===== src/nsp_consts.svh =====
/*
 * Constants of the nibble sample port: timing, control-frame layout,
 * field positions, saturation limits and reset values.
 * Assumes inclusion by bare name from every file that needs them.
 */
`ifndef NSP_CONSTS_SVH
`define NSP_CONSTS_SVH

// clock rates, in kHz
`define NSP_REF_FREQ_KHZ 250000
`define NSP_MCLK_FREQ_KHZ 35328
// master clock half period in reference cycles, rounded up
`define NSP_MCLK_HALF_CYC ((`NSP_REF_FREQ_KHZ + 2 * `NSP_MCLK_FREQ_KHZ - 1) / (2 * `NSP_MCLK_FREQ_KHZ))

// sample word and nibble layout
`define NSP_WORD_BITS 16
`define NSP_NIBBLES 4
`define NSP_RX_VALUE_BITS 18

// serial control frame
`define NSP_CTL_BITS 16
`define NSP_CTL_STOP_BITS 16
`define NSP_CTL_ADDR_LSB 0
`define NSP_ADDR_FORMAT 3'h1
`define NSP_ADDR_CLIP 3'h2
`define NSP_FMT_BIT 9
`define NSP_DIV_LSB 6
`define NSP_CLIP_CLR_BIT 3

// saturation limits
`define NSP_SAT1_HI 16'h7fff
`define NSP_SAT1_LO 16'h8000
`define NSP_SAT2_HI 16'h3fff
`define NSP_SAT2_LO 16'hc000

// reset values
`define NSP_DIV_RST 2'h0
`define NSP_FMT_RST 1'h0

`endif


===== src/nsp_pkg.sv =====
/*
 * Types of the nibble sample port.
 * Assumes nothing beyond a SystemVerilog compiler.
 */
package nsp_pkg;

	// serial control frame receiver states
	typedef enum logic [1:0] {
		NSP_CTL_IDLE,
		NSP_CTL_DATA,
		NSP_CTL_STOP
	} nsp_ctl_state_t;

	// divider code: 0..3 selects 1, 2, 4, 8
	typedef logic [1:0] nsp_div_t;

endpackage : nsp_pkg


===== src/nsp_tim_if.sv =====
/*
 * Timing strobes passed from the clock generator to the port logic.
 * Assumes both ends run on ref_clk.
 */
`timescale 1ns/1ns

interface nsp_tim_if;
	import nsp_pkg::*;
	logic rise_evt;
	logic fall_evt;
	logic nib_start;
	logic word_start;
	logic wclk_fall;
	logic tx_sample;
	logic [1:0] nib_idx;
	nsp_div_t div_code;

	modport gen (
		output rise_evt, fall_evt, nib_start, word_start, wclk_fall, tx_sample, nib_idx,
		input div_code
	);
	modport use_side (
		input rise_evt, fall_evt, nib_start, word_start, wclk_fall, tx_sample, nib_idx,
		output div_code
	);
endinterface : nsp_tim_if


===== src/nsp_clk_gen.sv =====
/*
 * Master, nibble and word clock generator with the nibble counter.
 * Assumes ref_clk is the only clock; the divider code may change
 * at word clock falls and is latched only at word starts.
 */
`timescale 1ns/1ns
`include "nsp_consts.svh"

module nsp_clk_gen
	import nsp_pkg::*;
#(
	parameter int HALF = `NSP_MCLK_HALF_CYC
) (
	// clock and reset
	input wire logic ref_clk,
	input wire logic arst_n,
	// strobes to the port logic
	nsp_tim_if.gen tim,
	// clock pins
	output logic master_clock_out,
	output logic divided_nibble_clock,
	output logic word_clock
);
	localparam int HW = (HALF > 1) ? $clog2(HALF) : 1;

	logic [HW-1:0] half_cnt_reg;
	logic mclk_reg;
	logic nclk_reg;
	logic wclk_reg;
	logic [2:0] ndiv_reg;
	logic [2:0] ndiv_next;
	logic [1:0] idx_reg;
	nsp_div_t wdiv_reg;
	logic [3:0] nper;
	logic [2:0] nmax;
	logic at_half;
	logic [15:0] gap_cnt_reg;
	logic seen_reg;

	// master periods per nibble for this word
	assign nper = 4'h1 << wdiv_reg;
	assign nmax = 3'(nper - 4'h1);
	assign ndiv_next = ndiv_reg + 3'h1;
	assign at_half = half_cnt_reg == HW'(HALF - 1);

	// edge and boundary strobes
	assign tim.rise_evt = at_half && !mclk_reg;
	assign tim.fall_evt = at_half && mclk_reg;
	assign tim.nib_start = tim.rise_evt && (ndiv_reg == nmax);
	assign tim.word_start = tim.nib_start && (idx_reg == 2'h3);
	assign tim.wclk_fall = tim.nib_start && (idx_reg == 2'h0);
	assign tim.tx_sample = tim.fall_evt && (ndiv_reg == 3'h0);
	assign tim.nib_idx = idx_reg;
	assign master_clock_out = mclk_reg;
	assign divided_nibble_clock = nclk_reg;
	assign word_clock = wclk_reg;

	// master clock divider from ref_clk
	always_ff @(posedge ref_clk or negedge arst_n) begin
		if (!arst_n) begin
			half_cnt_reg <= '0;
			mclk_reg <= 1'h0;
		end else if (at_half) begin
			half_cnt_reg <= '0;
			mclk_reg <= !mclk_reg;
		end else begin
			half_cnt_reg <= half_cnt_reg + HW'(1);
		end
	end

	// nibble position, advanced on master rising edges
	always_ff @(posedge ref_clk or negedge arst_n) begin
		if (!arst_n) begin
			ndiv_reg <= 3'h0;
			idx_reg <= 2'h3;
		end else if (tim.nib_start) begin
			ndiv_reg <= 3'h0;
			idx_reg <= idx_reg + 2'h1;
		end else if (tim.rise_evt) begin
			ndiv_reg <= ndiv_next;
		end
	end

	// divider latched only at word boundaries
	always_ff @(posedge ref_clk or negedge arst_n) begin
		if (!arst_n) begin
			wdiv_reg <= `NSP_DIV_RST;
		end else if (tim.word_start) begin
			wdiv_reg <= tim.div_code;
		end
	end

	// nibble clock high in first half of nibble, word clock in first nibble
	always_ff @(posedge ref_clk or negedge arst_n) begin
		if (!arst_n) begin
			nclk_reg <= 1'h0;
			wclk_reg <= 1'h0;
		end else begin
			if (tim.nib_start) begin
				nclk_reg <= 1'h1;
				wclk_reg <= idx_reg == 2'h3;
			end else if (tim.rise_evt) begin
				nclk_reg <= {1'h0, ndiv_next} < (nper >> 1);
			end else if (tim.fall_evt && wdiv_reg == 2'h0) begin
				nclk_reg <= 1'h0;
			end
		end
	end

	// helper: reference cycles between word starts
	always_ff @(posedge ref_clk or negedge arst_n) begin
		if (!arst_n) begin
			gap_cnt_reg <= 16'h0;
			seen_reg <= 1'h0;
		end else if (tim.word_start) begin
			gap_cnt_reg <= 16'h0;
			seen_reg <= 1'h1;
		end else begin
			gap_cnt_reg <= gap_cnt_reg + 16'h1;
		end
	end
endmodule : nsp_clk_gen


===== src/nsp_nibble_port.sv =====
/*
 * Nibble-serial sample port of the front end: clocks out to the
 * processor, receive samples saturated and sent as four nibbles,
 * transmit nibbles gathered into words, serial control frames and
 * the sticky clip pin.
 * Assumes all pin inputs are synchronous to ref_clk and that the
 * processor drives transmit nibbles on master rising edges.
 */
// Summary of operation
// - receive lines change on master rising edge
// - word clock high marks first nibble
// - four nibbles, low bits first, line 0 LSB
// - nibble clock is master divided by divider
// - divider 1, 2, 4 or 8 sets rate
// - format bit selects one or two sign bits
// - two-sign transmit: bits 15, 14 carry sign
// - one-sign transmit: bit 14 data, 15 sign
// - two-sign receive: sign on lines 2, 3
// - one-sign receive: bit 14 then sign
// - one-sign receive saturates to 7fff/8000
// - two-sign receive saturates to 3fff/c000
// - clip high until clip-clear zero written while the sent word is unclipped
// - serial control frames, sixteen stop bits commit
// - device drives master, nibble, word clocks
`timescale 1ns/1ns
`include "nsp_consts.svh"

module nsp_nibble_port
	import nsp_pkg::*;
#(
	parameter int RXW = `NSP_RX_VALUE_BITS,
	parameter int MCLK_HALF = `NSP_MCLK_HALF_CYC
) (
	// clock and reset
	input wire logic ref_clk,
	input wire logic arst_n,
	// internal receive path
	input wire logic signed [RXW-1:0] internal_receive_value,
	output logic rx_take,
	// internal transmit path
	output logic [15:0] tx_word,
	output logic tx_valid,
	// clock pins to the processor
	output logic master_clock_out,
	output logic divided_nibble_clock,
	output logic word_clock,
	// data pins
	input wire logic [3:0] tx_nibble,
	output logic [3:0] rx_nibble,
	// control and status pins
	input wire logic serial_control_input,
	output logic clip_out,
	// programmed state
	output logic one_sign_fmt,
	output logic [1:0] div_code
);
	nsp_tim_if tim ();

	nsp_ctl_state_t ctl_state_reg;
	logic [15:0] ctl_sh_reg;
	logic [15:0] ctl_sh_next;
	logic [3:0] bit_cnt_reg;
	logic [3:0] stop_cnt_reg;
	logic fmt_one_reg;
	nsp_div_t div_reg;
	logic clip_clr_reg;
	logic [15:0] tx_acc_reg;
	logic [15:0] tx_word_reg;
	logic tx_valid_reg;
	logic [15:0] rx_word_reg;
	logic rx_fmt_word_reg;
	logic [3:0] rx_nib_reg;
	logic [1:0] nib_idx_next;
	logic clip_reg;
	logic [15:0] sat_hi16;
	logic [15:0] sat_lo16;
	logic signed [RXW-1:0] sat_hi;
	logic signed [RXW-1:0] sat_lo;
	logic [15:0] sat_word;
	logic sat_hit;
	logic sat_evt;
	logic rx_sat_reg;

	nsp_clk_gen #(
		.HALF(MCLK_HALF)
	) u_clk_gen (
		.ref_clk(ref_clk),
		.arst_n(arst_n),
		.tim(tim.gen),
		.master_clock_out(master_clock_out),
		.divided_nibble_clock(divided_nibble_clock),
		.word_clock(word_clock)
	);

	// programmed settings to the clock generator and out
	assign tim.div_code = div_reg;
	assign div_code = div_reg;
	assign one_sign_fmt = fmt_one_reg;

	// pin and path outputs
	assign rx_nibble = rx_nib_reg;
	assign clip_out = clip_reg;
	assign tx_word = tx_word_reg;
	assign tx_valid = tx_valid_reg;
	assign rx_take = tim.word_start;

	// control bits arrive msb first
	assign ctl_sh_next = {ctl_sh_reg[14:0], serial_control_input};

	// serial control frames, sampled on word clock falling edge
	always_ff @(posedge ref_clk or negedge arst_n) begin
		if (!arst_n) begin
			ctl_state_reg <= NSP_CTL_IDLE;
			ctl_sh_reg <= 16'h0;
			bit_cnt_reg <= 4'h0;
			stop_cnt_reg <= 4'h0;
			fmt_one_reg <= `NSP_FMT_RST;
			div_reg <= `NSP_DIV_RST;
			clip_clr_reg <= 1'h0;
		end else begin
			clip_clr_reg <= 1'h0;
			if (tim.wclk_fall) begin
				case (ctl_state_reg)
					NSP_CTL_IDLE: begin
						// a low bit is the frame's first bit
						if (!serial_control_input) begin
							ctl_sh_reg <= ctl_sh_next;
							bit_cnt_reg <= 4'h1;
							ctl_state_reg <= NSP_CTL_DATA;
						end
					end
					NSP_CTL_DATA: begin
						ctl_sh_reg <= ctl_sh_next;
						bit_cnt_reg <= bit_cnt_reg + 4'h1;
						if (bit_cnt_reg == 4'hf) begin
							stop_cnt_reg <= 4'h0;
							ctl_state_reg <= NSP_CTL_STOP;
						end
					end
					NSP_CTL_STOP: begin
						if (serial_control_input) begin
							stop_cnt_reg <= stop_cnt_reg + 4'h1;
							if (stop_cnt_reg == 4'hf) begin
								// sixteenth stop bit: frame takes effect
								ctl_state_reg <= NSP_CTL_IDLE;
								case (ctl_sh_reg[`NSP_CTL_ADDR_LSB +: 3])
									`NSP_ADDR_FORMAT: begin
										fmt_one_reg <= ctl_sh_reg[`NSP_FMT_BIT];
										div_reg <= ctl_sh_reg[`NSP_DIV_LSB +: 2];
									end
									`NSP_ADDR_CLIP: begin
										clip_clr_reg <= !ctl_sh_reg[`NSP_CLIP_CLR_BIT];
									end
									default: begin
									end
								endcase
							end
						end else begin
							// low before enough stop bits: drop frame, start anew
							ctl_sh_reg <= ctl_sh_next;
							bit_cnt_reg <= 4'h1;
							ctl_state_reg <= NSP_CTL_DATA;
						end
					end
					default: begin
						ctl_state_reg <= NSP_CTL_IDLE;
					end
				endcase
			end
		end
	end

	// transmit nibbles, sampled on the master falling edge
	always_ff @(posedge ref_clk or negedge arst_n) begin
		if (!arst_n) begin
			tx_acc_reg <= 16'h0;
			tx_word_reg <= 16'h0;
			tx_valid_reg <= 1'h0;
		end else begin
			tx_valid_reg <= 1'h0;
			if (tim.tx_sample) begin
				tx_acc_reg[{tim.nib_idx, 2'h0} +: 4] <= tx_nibble;
				if (tim.nib_idx == 2'h3) begin
					// last nibble: lines 2 and 3 are bits 14 and 15 in both formats
					tx_word_reg <= {tx_nibble, tx_acc_reg[11:0]};
					tx_valid_reg <= 1'h1;
				end
			end
		end
	end

	// saturation limits for the selected format
	always_comb begin
		sat_hi16 = fmt_one_reg ? `NSP_SAT1_HI : `NSP_SAT2_HI;
		sat_lo16 = fmt_one_reg ? `NSP_SAT1_LO : `NSP_SAT2_LO;
		sat_hi = {{(RXW - 16){sat_hi16[15]}}, sat_hi16};
		sat_lo = {{(RXW - 16){sat_lo16[15]}}, sat_lo16};
	end

	// clip the internal receive value into the output range
	always_comb begin
		sat_hit = 1'h0;
		sat_word = internal_receive_value[15:0];
		if (internal_receive_value > sat_hi) begin
			sat_hit = 1'h1;
			sat_word = sat_hi16;
		end else if (internal_receive_value < sat_lo) begin
			sat_hit = 1'h1;
			sat_word = sat_lo16;
		end
		if (!fmt_one_reg) begin
			sat_word[14] = sat_word[15];
		end
	end

	assign sat_evt = tim.word_start && sat_hit;
	assign nib_idx_next = tim.nib_idx + 2'h1;

	// receive word loaded at word start, nibbles on master rise
	always_ff @(posedge ref_clk or negedge arst_n) begin
		if (!arst_n) begin
			rx_word_reg <= 16'h0;
			rx_fmt_word_reg <= `NSP_FMT_RST;
			rx_nib_reg <= 4'h0;
		end else if (tim.word_start) begin
			rx_word_reg <= sat_word;
			rx_fmt_word_reg <= fmt_one_reg;
			rx_nib_reg <= sat_word[3:0];
		end else if (tim.nib_start) begin
			rx_nib_reg <= rx_word_reg[{nib_idx_next, 2'h0} +: 4];
		end
	end

	// word now on the receive lines was clipped: saturation still going on
	always_ff @(posedge ref_clk or negedge arst_n) begin
		if (!arst_n) begin
			rx_sat_reg <= 1'h0;
		end else if (tim.word_start) begin
			rx_sat_reg <= sat_hit;
		end
	end

	// sticky clip pin, a new clip beats the clear
	always_ff @(posedge ref_clk or negedge arst_n) begin
		if (!arst_n) begin
			clip_reg <= 1'h0;
		end else if (sat_evt) begin
			clip_reg <= 1'h1;
		end else if (clip_clr_reg && !rx_sat_reg) begin
			// clear refused while the word being sent is a clipped one
			clip_reg <= 1'h0;
		end
	end
endmodule : nsp_nibble_port


===== config.mk =====
export PLATFORM = sky130hd
export DESIGN_NAME = nsp_nibble_port
export DESIGN_NICKNAME = d
export VERILOG_FILES = /design/src/nsp_pkg.sv /design/src/nsp_tim_if.sv /design/src/nsp_clk_gen.sv /design/src/nsp_nibble_port.sv
export VERILOG_INCLUDE_DIRS = /design/src
export SDC_FILE = /design/constraint.sdc
export NUM_CORES = 1
export LEC_CHECK = 0
export BUFFER_PORTS_ARGS = -buffer_cell sky130_fd_sc_hd__buf_2
export CORE_MARGIN = 8
export CORE_UTILIZATION = 52
export DETAILED_ROUTE_END_ITERATION = 10
export PLACE_DENSITY = 0.82
export SYNTH_ARGS = -nofsm -noshare
export SYNTH_HDL_FRONTEND = slang
export SYNTH_SLANG_ARGS = --single-unit
export TNS_END_PERCENT = 10

===== constraint.sdc =====
create_clock -name ref_clk -period 2.2 [get_ports ref_clk]
set_input_delay 0.44 -clock ref_clk [delete_from_list [all_inputs] [get_ports ref_clk]]
set_output_delay 0.44 -clock ref_clk [all_outputs]
set_load 0.02 [all_outputs]

==> impl_metrics.yaml, run 1 <==
synth:
  yosysUniqueCellTypes: 50
  yosysTopAreaCellShare_pct: 52.1
  yosysMostFrequentCell: "dfrtp_1"
  syn_area_um2: 4090
  syn_nets: 412
  yosysSeqAreaShare_pct: 53.3
  synth_seq_cells: 87
  synth_area_leaders: "dfrtp_1 52%, mux2_2 7.4%, nand2_1 6.1%"
  yosysTopAreaCell: "dfrtp_1"
  yosysWarnings: 0
  synth-async-reset-ratio_pct: 100
  synth-edff-count: 0
  netlist_instances: 373
  synthFlopType: "dfrtp_1"
  ys_top_cells_by_count: "85 x dfrtp_1, 66 x nand2_1, 46 x o21ai_0"
  avgSynthCellArea_um2: 11.0
critical_path:
  crit_type: "reg2out"
  r2r_slack_ps: 20
  r2r_end: "ctl_sh_reg[8]"
  start_kind: "flip-flop"
  cp_max_fo: 2
  reg2reg_from: "u_clk_gen.tim.nib_idx[0]"
  reg2regPathDepth: 7
  crit_path_end: "rx_take"
  cp_data_arrival_time_ps: 1960
  crit_start: "u_clk_gen.ndiv_reg[0]"
  required_ps: 1760
  end_kind: "output pin"
floorplan:
  die_h_um: 105
  core_um2: 7690
  ios: 54
  die_width_um: 105
  die_area_um2: 11000
  initial_core_util_pct: 53.2
  fp-row-count: 32
route:
  via_count: 3028
  firstDrtPassIters: 4
  routedWlPerCell_um: 15.2
  ant_nets: 0
  avgViaCountPerCell: 5.46
  route.detailed.drc: 0
  drt-total-wl_um: 8420
  drtIter0Drc: 144
power_and_ir_drop:
  p_leak_nw: 2.30
  vdd_drop_max_mv: 0.412
  power_density_nw_per_um2: 602
timing:
  maxSlewViolCount: 0
  setup_slack_ps: -205
  fin_skew_ps: 10.7
  grt_setup_unrepaired: "yes"
  final-hold-violation-count: 0
  worstMarginPinSlew_ps: 613
  fmax_mhz: 416
  finalSetupTns_ps: -205
  setup_viol: 1
  period_share_pct: 109
  period_minus_slack_ps: 2400
  slew_headroom_pct: 59.0
  hold_slack_ps: 44.9
outcome:
  status: "finished, violations left"
  violations: "setup timing"
finish:
  area_growth_pct: 18.3
  drive_above_1_share_pct: 32.7
  nets: 487
  n_fill_cell: 616
  diodes: 0
  layout.cells.non_filler: 555
global_route:
  grt_pass1_vias: 3030
  antenna_found_initial: 0
  grt-ovfl-total: 0
  grt_usage_pct: 15.7
  grt_pass1_wl_um: 14200
  grt_max_degree: 52
clock_network:
  ctsLongestPathBuffers: 2
  cts_tree: "built"
  h-tree-depth: 3
  worstSkewPairLatency_ps: 350
  cts_root_buf: "clkbuf_8"
  hold_buffers: 0
  path_clk_slew_ps: 90
  cts_made_buffers: 9
  clock_sinks: 87
min_path:
  hold_class: "in2async"
placed_design:
  port_buffers: 53
  place.gp.congestion: 0.809
  dp_cells: 534
  hpwlAfterDp_um: 6120
run:
  cap_violations: 0
logic make-up after synthesis:
logic type	Yosys count	share of synthesized area, %
and+or+nand+nor	121	14.5
DFF	87	53.3
AOI/OAI and AO/OA	82	11.7
muxes	39	12.5
buffers and inverters	27	3.12
adders and majority gates	14	4.29
xor gates and xnor gates	3	0.643
critical path, cell delays in order (launching register included):
cell	delay (ps)
dfrtp_1	380
or3_4	380
and2_4	170
or4_4	500
inv_4	80
buf_6	110
worst min path at each step:
stage / start / endpoint / slack, ps
2_1_floorplan: arst_n / bit_cnt_reg[0] / 140
3_3_place_gp: u_clk_gen.half_cnt_reg[0] / u_clk_gen.half_cnt_reg[0] / 420
3_5_place_dp: u_clk_gen.half_cnt_reg[0] / u_clk_gen.half_cnt_reg[0] / 420
4_1_cts: arst_n / tx_word[6] / 40
5_1_grt: arst_n / tx_word[6] / 70
6_report: arst_n / tx_acc_reg[7] / 40
report_power, final:
part / internal (mW) / switching (mW)
Clock: 0.447 / 0.561
Sequential: 1.65 / 0.0322
Combinational: 0.0852 / 0.131
Total: 2.19 / 0.725
metrics by stage:
stage	util, %	power [mW]	instance area (um2)	setup WS, ps
floorplan	-	1.82	4090	-10.4
global placement	59.4	1.92	4570	-7.26
detailed placement	59.4	1.94	4570	-67.9
CTS	62.3	2.94	4790	-281
global route	62.9	3.04	4830	-266
finish	62.9	2.91	4830	-205
per-layer routing:
metal / routed length, um / GRT usage [%] / vias to the layer above
met3: 452 / 4.30 / 8
met1: 3890 / 20.3 / 1481
met5: 0 / 0 / -
li1: - / - / 1460
met2: 3950 / 24.2 / 79
met4: 122 / 6.83 / 0
cells in the final DEF (no fill, tap or decap), drive strengths merged, types with 5 or more instances in the layout:
cell type and count:
nor2b 5, dfrtp 85, nand2 66, mux2 34, nand4 5, nand3 8, clkbuf 10, clkinv 5
buf 79, inv 13, nor2 8, o21ai 53, ha 14, a21oi 6
repair_timing:
action / in CTS / in global routing
buffers inserted: 3 / 2
endpoints found under the setup margin: 4 / 19
pin swaps: 2 / 2
resized for setup: 5 / 7
layout make-up:
type	count	area, um2	share of cell area (%)
repair buffers	79	482	9.96
flip-flops and latches	87	2180	45.1
clock inverters	6	45.0	0.932
inverters	12	47.5	0.983
multi-input cells	259	1820	37.6
clock buffers	10	138	2.85
well taps	102	128	2.64
No activity file was read; power rests on OpenSTA's default activity.
==> run 2, diff against run 1 <==
--- a/config.mk
+++ b/config.mk
@@ -10,6 +10,7 @@
 export CORE_MARGIN = 8
 export CORE_UTILIZATION = 52
 export DETAILED_ROUTE_END_ITERATION = 10
+export HOLD_SLACK_MARGIN = 0.12
 export PLACE_DENSITY = 0.82
 export SYNTH_ARGS = -nofsm -noshare
 export SYNTH_HDL_FRONTEND = slang
==> run 2 against run 1 <==
Combinational power hardly changed. The flow still finishes with violations (setup timing). Critical path type unchanged. Highest routed layer unchanged. Via count is 0.30% lower. Total power hardly changed. Critical path depth stayed put.
==> impl_metrics.yaml, run 2 (synthesized netlist as in run 1, its figures left out) <==
outcome:
  status: "finished, violations left"
  violations: "setup timing"
critical_path:
  cp_max_fo: 2
  end_kind: "output pin"
  required_ps: 1760
  crit_type: "reg2out"
  cp_data_arrival_time_ps: 1970
  start_kind: "flip-flop"
power_and_ir_drop:
  vdd_drop_max_mv: 0.412
  power_mw: 2.91
  p_int_mw: 2.19
  switching_share_pct: 24.9
  clkPwrFrac_pct: 34.6
  p_leak_nw: 2.30
  power_density_nw_per_um2: 601
  switchingPower_uw: 726
  comb_power_share_pct: 7.5
  p_seq_share_pct: 57.9
clock_network:
  path_clk_slew_ps: 90
  cts_root_buf: "clkbuf_8"
  h-tree-depth: 3
  ctsLongestPathBuffers: 2
  worstSkewPairLatency_ps: 350
  clock_sinks: 87
  cts_tree: "built"
  cts_made_buffers: 9
finish:
  most-common-layout-cells: "85 x dfrtp_1, 66 x nand2_1, 51 x buf_2"
  area_growth_pct: 18.6
  layout.cells.non_filler: 556
  fin_util_pct: 63.0
  n_fill_cell: 614
  final-seq-area_um2: 2180
  drive_above_1_share_pct: 32.6
  nets: 488
  diodes: 0
  multi_input_area_um2: 1820
  final_common_cell: "dfrtp_1"
route:
  drtIter0Drc: 145
  routedWlPerCell_um: 15.2
  firstDrtPassIters: 8
  route.detailed.drc: 0
  via_count: 3019
  ant_nets: 0
  avgViaCountPerCell: 5.43
  drt-total-wl_um: 8430
global_route:
  antenna_found_initial: 0
  grt-ovfl-total: 0
  grt_usage_pct: 15.7
  grt_max_degree: 52
  grt_pass1_vias: 3030
  grt_pass1_wl_um: 14200
  met1_usage_pct: 20.3
  grtUsageMet2_pct: 24.2
  use_met3_pct: 4.30
  busiest_layer: "met2"
floorplan:
  core_um2: 7690
  die_width_um: 105
  initial_core_util_pct: 53.2
  die_area_um2: 11000
  ios: 54
  fp-row-count: 32
  die_h_um: 105
placed_design:
  place.gp.congestion: 0.809
  hpwlAfterDp_um: 6120
  dp_cells: 534
  port_buffers: 53
timing:
  slew_headroom_pct: 58.1
  period_share_pct: 109
  fin_skew_ps: 10.3
  maxSlewViolCount: 0
  grt_setup_unrepaired: "yes"
  final-hold-violation-count: 0
  worstMarginPinSlew_ps: 626
  period_minus_slack_ps: 2410
  finalSetupTns_ps: -205
  setup_slack_ps: -205
  hold_slack_ps: 338
  setup_viol: 1
  fmax_mhz: 416
run:
  cap_violations: 0
min_path:
  hold_class: "in2reg"
run 2: cell types whose count changed in the layout (fill, tap and decap cells not counted):
cell	delta
dlygate4sd3_1	+1
run 2: power groups by stage:
stage	sequential, mW	clock, mW	combinational [mW]
3_3_place_gp	1.71	0	0.210
6_report	1.69	1.01	0.218
2_1_floorplan	1.73	0	0.0856
4_1_cts	1.69	1.04	0.220
5_1_grt	1.69	1.10	0.248
3_5_place_dp	1.72	0	0.218
run 2: worst max-delay path, stage by stage, from the launching register on:
cell and delay (ps):
dfrtp_1 380, or3_4 380, and2_4 170, or4_4 500, inv_4 80, buf_6 110
run 2: metrics by stage:
step	setup slack (ps)	cell area [um2]
after floorplan	-10.4	4090
after global placement	-7.26	4570
after detailed placement	-67.9	4570
after CTS	-281	4800
after global routing	-266	4840
final	-205	4840
run 2: metal layers:
metal  up-vias  routed length [um]
met1      1469                3920
met3         8                 448
met5         -                   0
met2        81                3940
li1       1461                   -
met4         0                 122
run 2: final cells by class:
type,instances,area share (%)
clock buffers,10,2.84
clock inverters,6,0.930
inverters,12,0.981
multi-input cells,259,37.5
flip-flops and latches,87,45.0
well taps,102,2.63
repair buffers,80,10.1
run 2: final timing paths:
check                           slack [ps]                         to                       from  depth (start not counted)
worst min-delay path                   340           ctl_state_reg[0]       serial_control_input                          2
max in group asynchronous              950   u_clk_gen.tim.nib_idx[1]                     arst_n                          3
worst max-delay path                  -210                    rx_take      u_clk_gen.ndiv_reg[0]                          5
worst max register to register          20              ctl_sh_reg[8]   u_clk_gen.tim.nib_idx[0]                          7
worst min register to register         450  u_clk_gen.half_cnt_reg[0]  u_clk_gen.half_cnt_reg[0]                          1
min in group asynchronous              590                 tx_word[6]                     arst_n                          2
run 2: what timing repair did:
action,CTS,global route
pin swaps,2,2
setup buffers,3,2
hold buffers,1,0
hold endpoints to repair,36,0
resized for setup,5,7
setup endpoints to repair,4,19
==> run 3, diff against run 2 <==
--- a/config.mk
+++ b/config.mk
@@ -8,10 +8,10 @@
 export LEC_CHECK = 0
 export BUFFER_PORTS_ARGS = -buffer_cell sky130_fd_sc_hd__buf_2
 export CORE_MARGIN = 8
-export CORE_UTILIZATION = 52
+export CORE_UTILIZATION = 40
 export DETAILED_ROUTE_END_ITERATION = 10
 export HOLD_SLACK_MARGIN = 0.12
-export PLACE_DENSITY = 0.82
+export PLACE_DENSITY = 0.67
 export SYNTH_ARGS = -nofsm -noshare
 export SYNTH_HDL_FRONTEND = slang
 export SYNTH_SLANG_ARGS = --single-unit
==> run 3 against run 2 <==
The run still ends with setup timing left. Register-to-register slack gained 60 ps. Cell count increased by 4.9%. Sequential share of layout area down 0.38 points. Non-clock buffer count shrank 7. Via count down 2.8%. Routed wire length up 0.14%. Clock power increased by 21%. Critical endpoint unchanged. Largest cell class unchanged.
==> impl_metrics.yaml, run 3 (synthesized netlist as in run 1, its figures left out) <==
finish:
  fin_area_um2: 4890
  fin_util_pct: 48.2
  area_growth_pct: 19.6
  most-common-layout-cells: "85 x dfrtp_1, 66 x nand2_1, 51 x buf_2"
  nets: 481
  diodes: 0
  drive_above_1_share_pct: 32.2
  final_common_cell: "dfrtp_1"
outcome:
  status: "finished, violations left"
  violations: "setup timing"
floorplan:
  initial_core_util_pct: 40.3
  die_width_um: 117
  ios: 54
  core_um2: 10100
  fp-row-count: 37
  die_h_um: 117
  die_area_um2: 13700
critical_path:
  end_kind: "output pin"
  crit_path_end: "rx_take"
  crit_type: "reg2out"
  cp_data_arrival_time_ps: 1990
  r2r_end: "rx_word_reg[3]"
  start_kind: "flip-flop"
  required_ps: 1760
  reg2regPathDepth: 5
  cp_max_fo: 3
  reg2reg_from: "u_clk_gen.ndiv_reg[0]"
  r2r_slack_ps: 80
  crit_start: "u_clk_gen.ndiv_reg[0]"
timing:
  maxSlewViolCount: 0
  fmax_mhz: 412
  grt_setup_unrepaired: "yes"
  worstMarginPinSlew_ps: 487
  setup_slack_ps: -225
  slew_headroom_pct: 67.5
  period_share_pct: 110
  period_minus_slack_ps: 2430
  final-hold-violation-count: 0
  fin_skew_ps: 7.08
  setup_viol: 1
global_route:
  grt_usage_pct: 13.4
  antenna_found_initial: 0
  grt_pass1_wl_um: 14500
  grt_pass1_vias: 3002
  grt_max_degree: 88
  grt-ovfl-total: 0
power_and_ir_drop:
  p_seq_share_pct: 54.0
  power_density_nw_per_um2: 640
  switching_share_pct: 22.9
  p_leak_nw: 2.28
  p_int_mw: 2.41
  power_mw: 3.13
  clkPwrFrac_pct: 39.1
  vdd_drop_max_mv: 0.402
  switchingPower_uw: 716
  comb_power_share_pct: 6.9
route:
  route.detailed.drc: 0
  ant_nets: 0
  drtIter0Drc: 127
  drt-total-wl_um: 8440
  routedWlPerCell_um: 14.5
  firstDrtPassIters: 4
  via_count: 2933
  avgViaCountPerCell: 5.03
clock_network:
  cts_made_buffers: 9
  ctsLongestPathBuffers: 2
  cts_root_buf: "clkbuf_8"
  hold_buffers: 0
  path_clk_slew_ps: 80
  worstSkewPairLatency_ps: 350
  cts_setup_buffers: 0
  clock_sinks: 87
  cts_tree: "built"
  h-tree-depth: 3
placed_design:
  placed_area_um2: 4600
  hpwlAfterDp_um: 6110
  port_buffers: 53
  place.gp.congestion: 0.777
run:
  cap_violations: 0
min_path:
  hold_class: "in2async"
==> run 3: worst min path at each step <==
stage	to	depth (start not counted)	slack [ps]
2_1_floorplan	bit_cnt_reg[0]	0	140
3_3_place_gp	u_clk_gen.half_cnt_reg[0]	1	410
3_5_place_dp	u_clk_gen.half_cnt_reg[0]	1	420
4_1_cts	tx_word[1]	2	130
5_1_grt	tx_word[3]	2	140
6_report	tx_word[1]	2	110
==> run 3: final cells by class <==
| class | instances | area, um2 |
|---|---|---|
| sequential | 87 | 2180 |
| timing repair buffer | 73 | 437 |
| clock inverter | 5 | 81.3 |
| clock buffer | 11 | 141 |
| tap | 136 | 170 |
| multi-input combinational | 259 | 1830 |
| fill | 951 | 5250 |
| inverter | 12 | 47.5 |
==> run 3: power groups by stage <==
stage	clock (mW)	sequential, mW	combinational (mW)
after floorplan	0	1.73	0.0856
after global placement	0	1.72	0.211
after detailed placement	0	1.72	0.216
after CTS	1.26	1.69	0.217
after global routing	1.33	1.70	0.242
final	1.22	1.69	0.215
==> run 3: stage by stage <==
step                TNS (ps)  instances  setup slack [ps]  hold slack (ps)
CTS                     -241        583              -241              126
finish                  -225        583              -225              115
global placement       -18.9        567             -18.9              414
floorplan              -10.4        373             -10.4              144
detailed placement      -104        567             -69.0              421
global route            -396        583              -300              145
==> run 3: timing repair <==
item                       4_1_cts  5_1_grt
gates cloned                     0        0
gates resized for setup          5       10
setup endpoints to repair        1       21
pin swaps                        0        0
==> run 3: routing by layer <==
layer	wire [um]	vias to the layer above	track usage, %
met2	3990	64	21.1
met3	529	9	3.75
met5	0	-	0
met4	83	0	4.86
met1	3840	1415	17.4
li1	-	1445	-
==> run 3: critical path: stages (launching register included) <==
cell and delay, ps:
dfrtp_1 380, or3_4 390, and2_4 170, or4_4 500, inv_4 80, buf_6 110
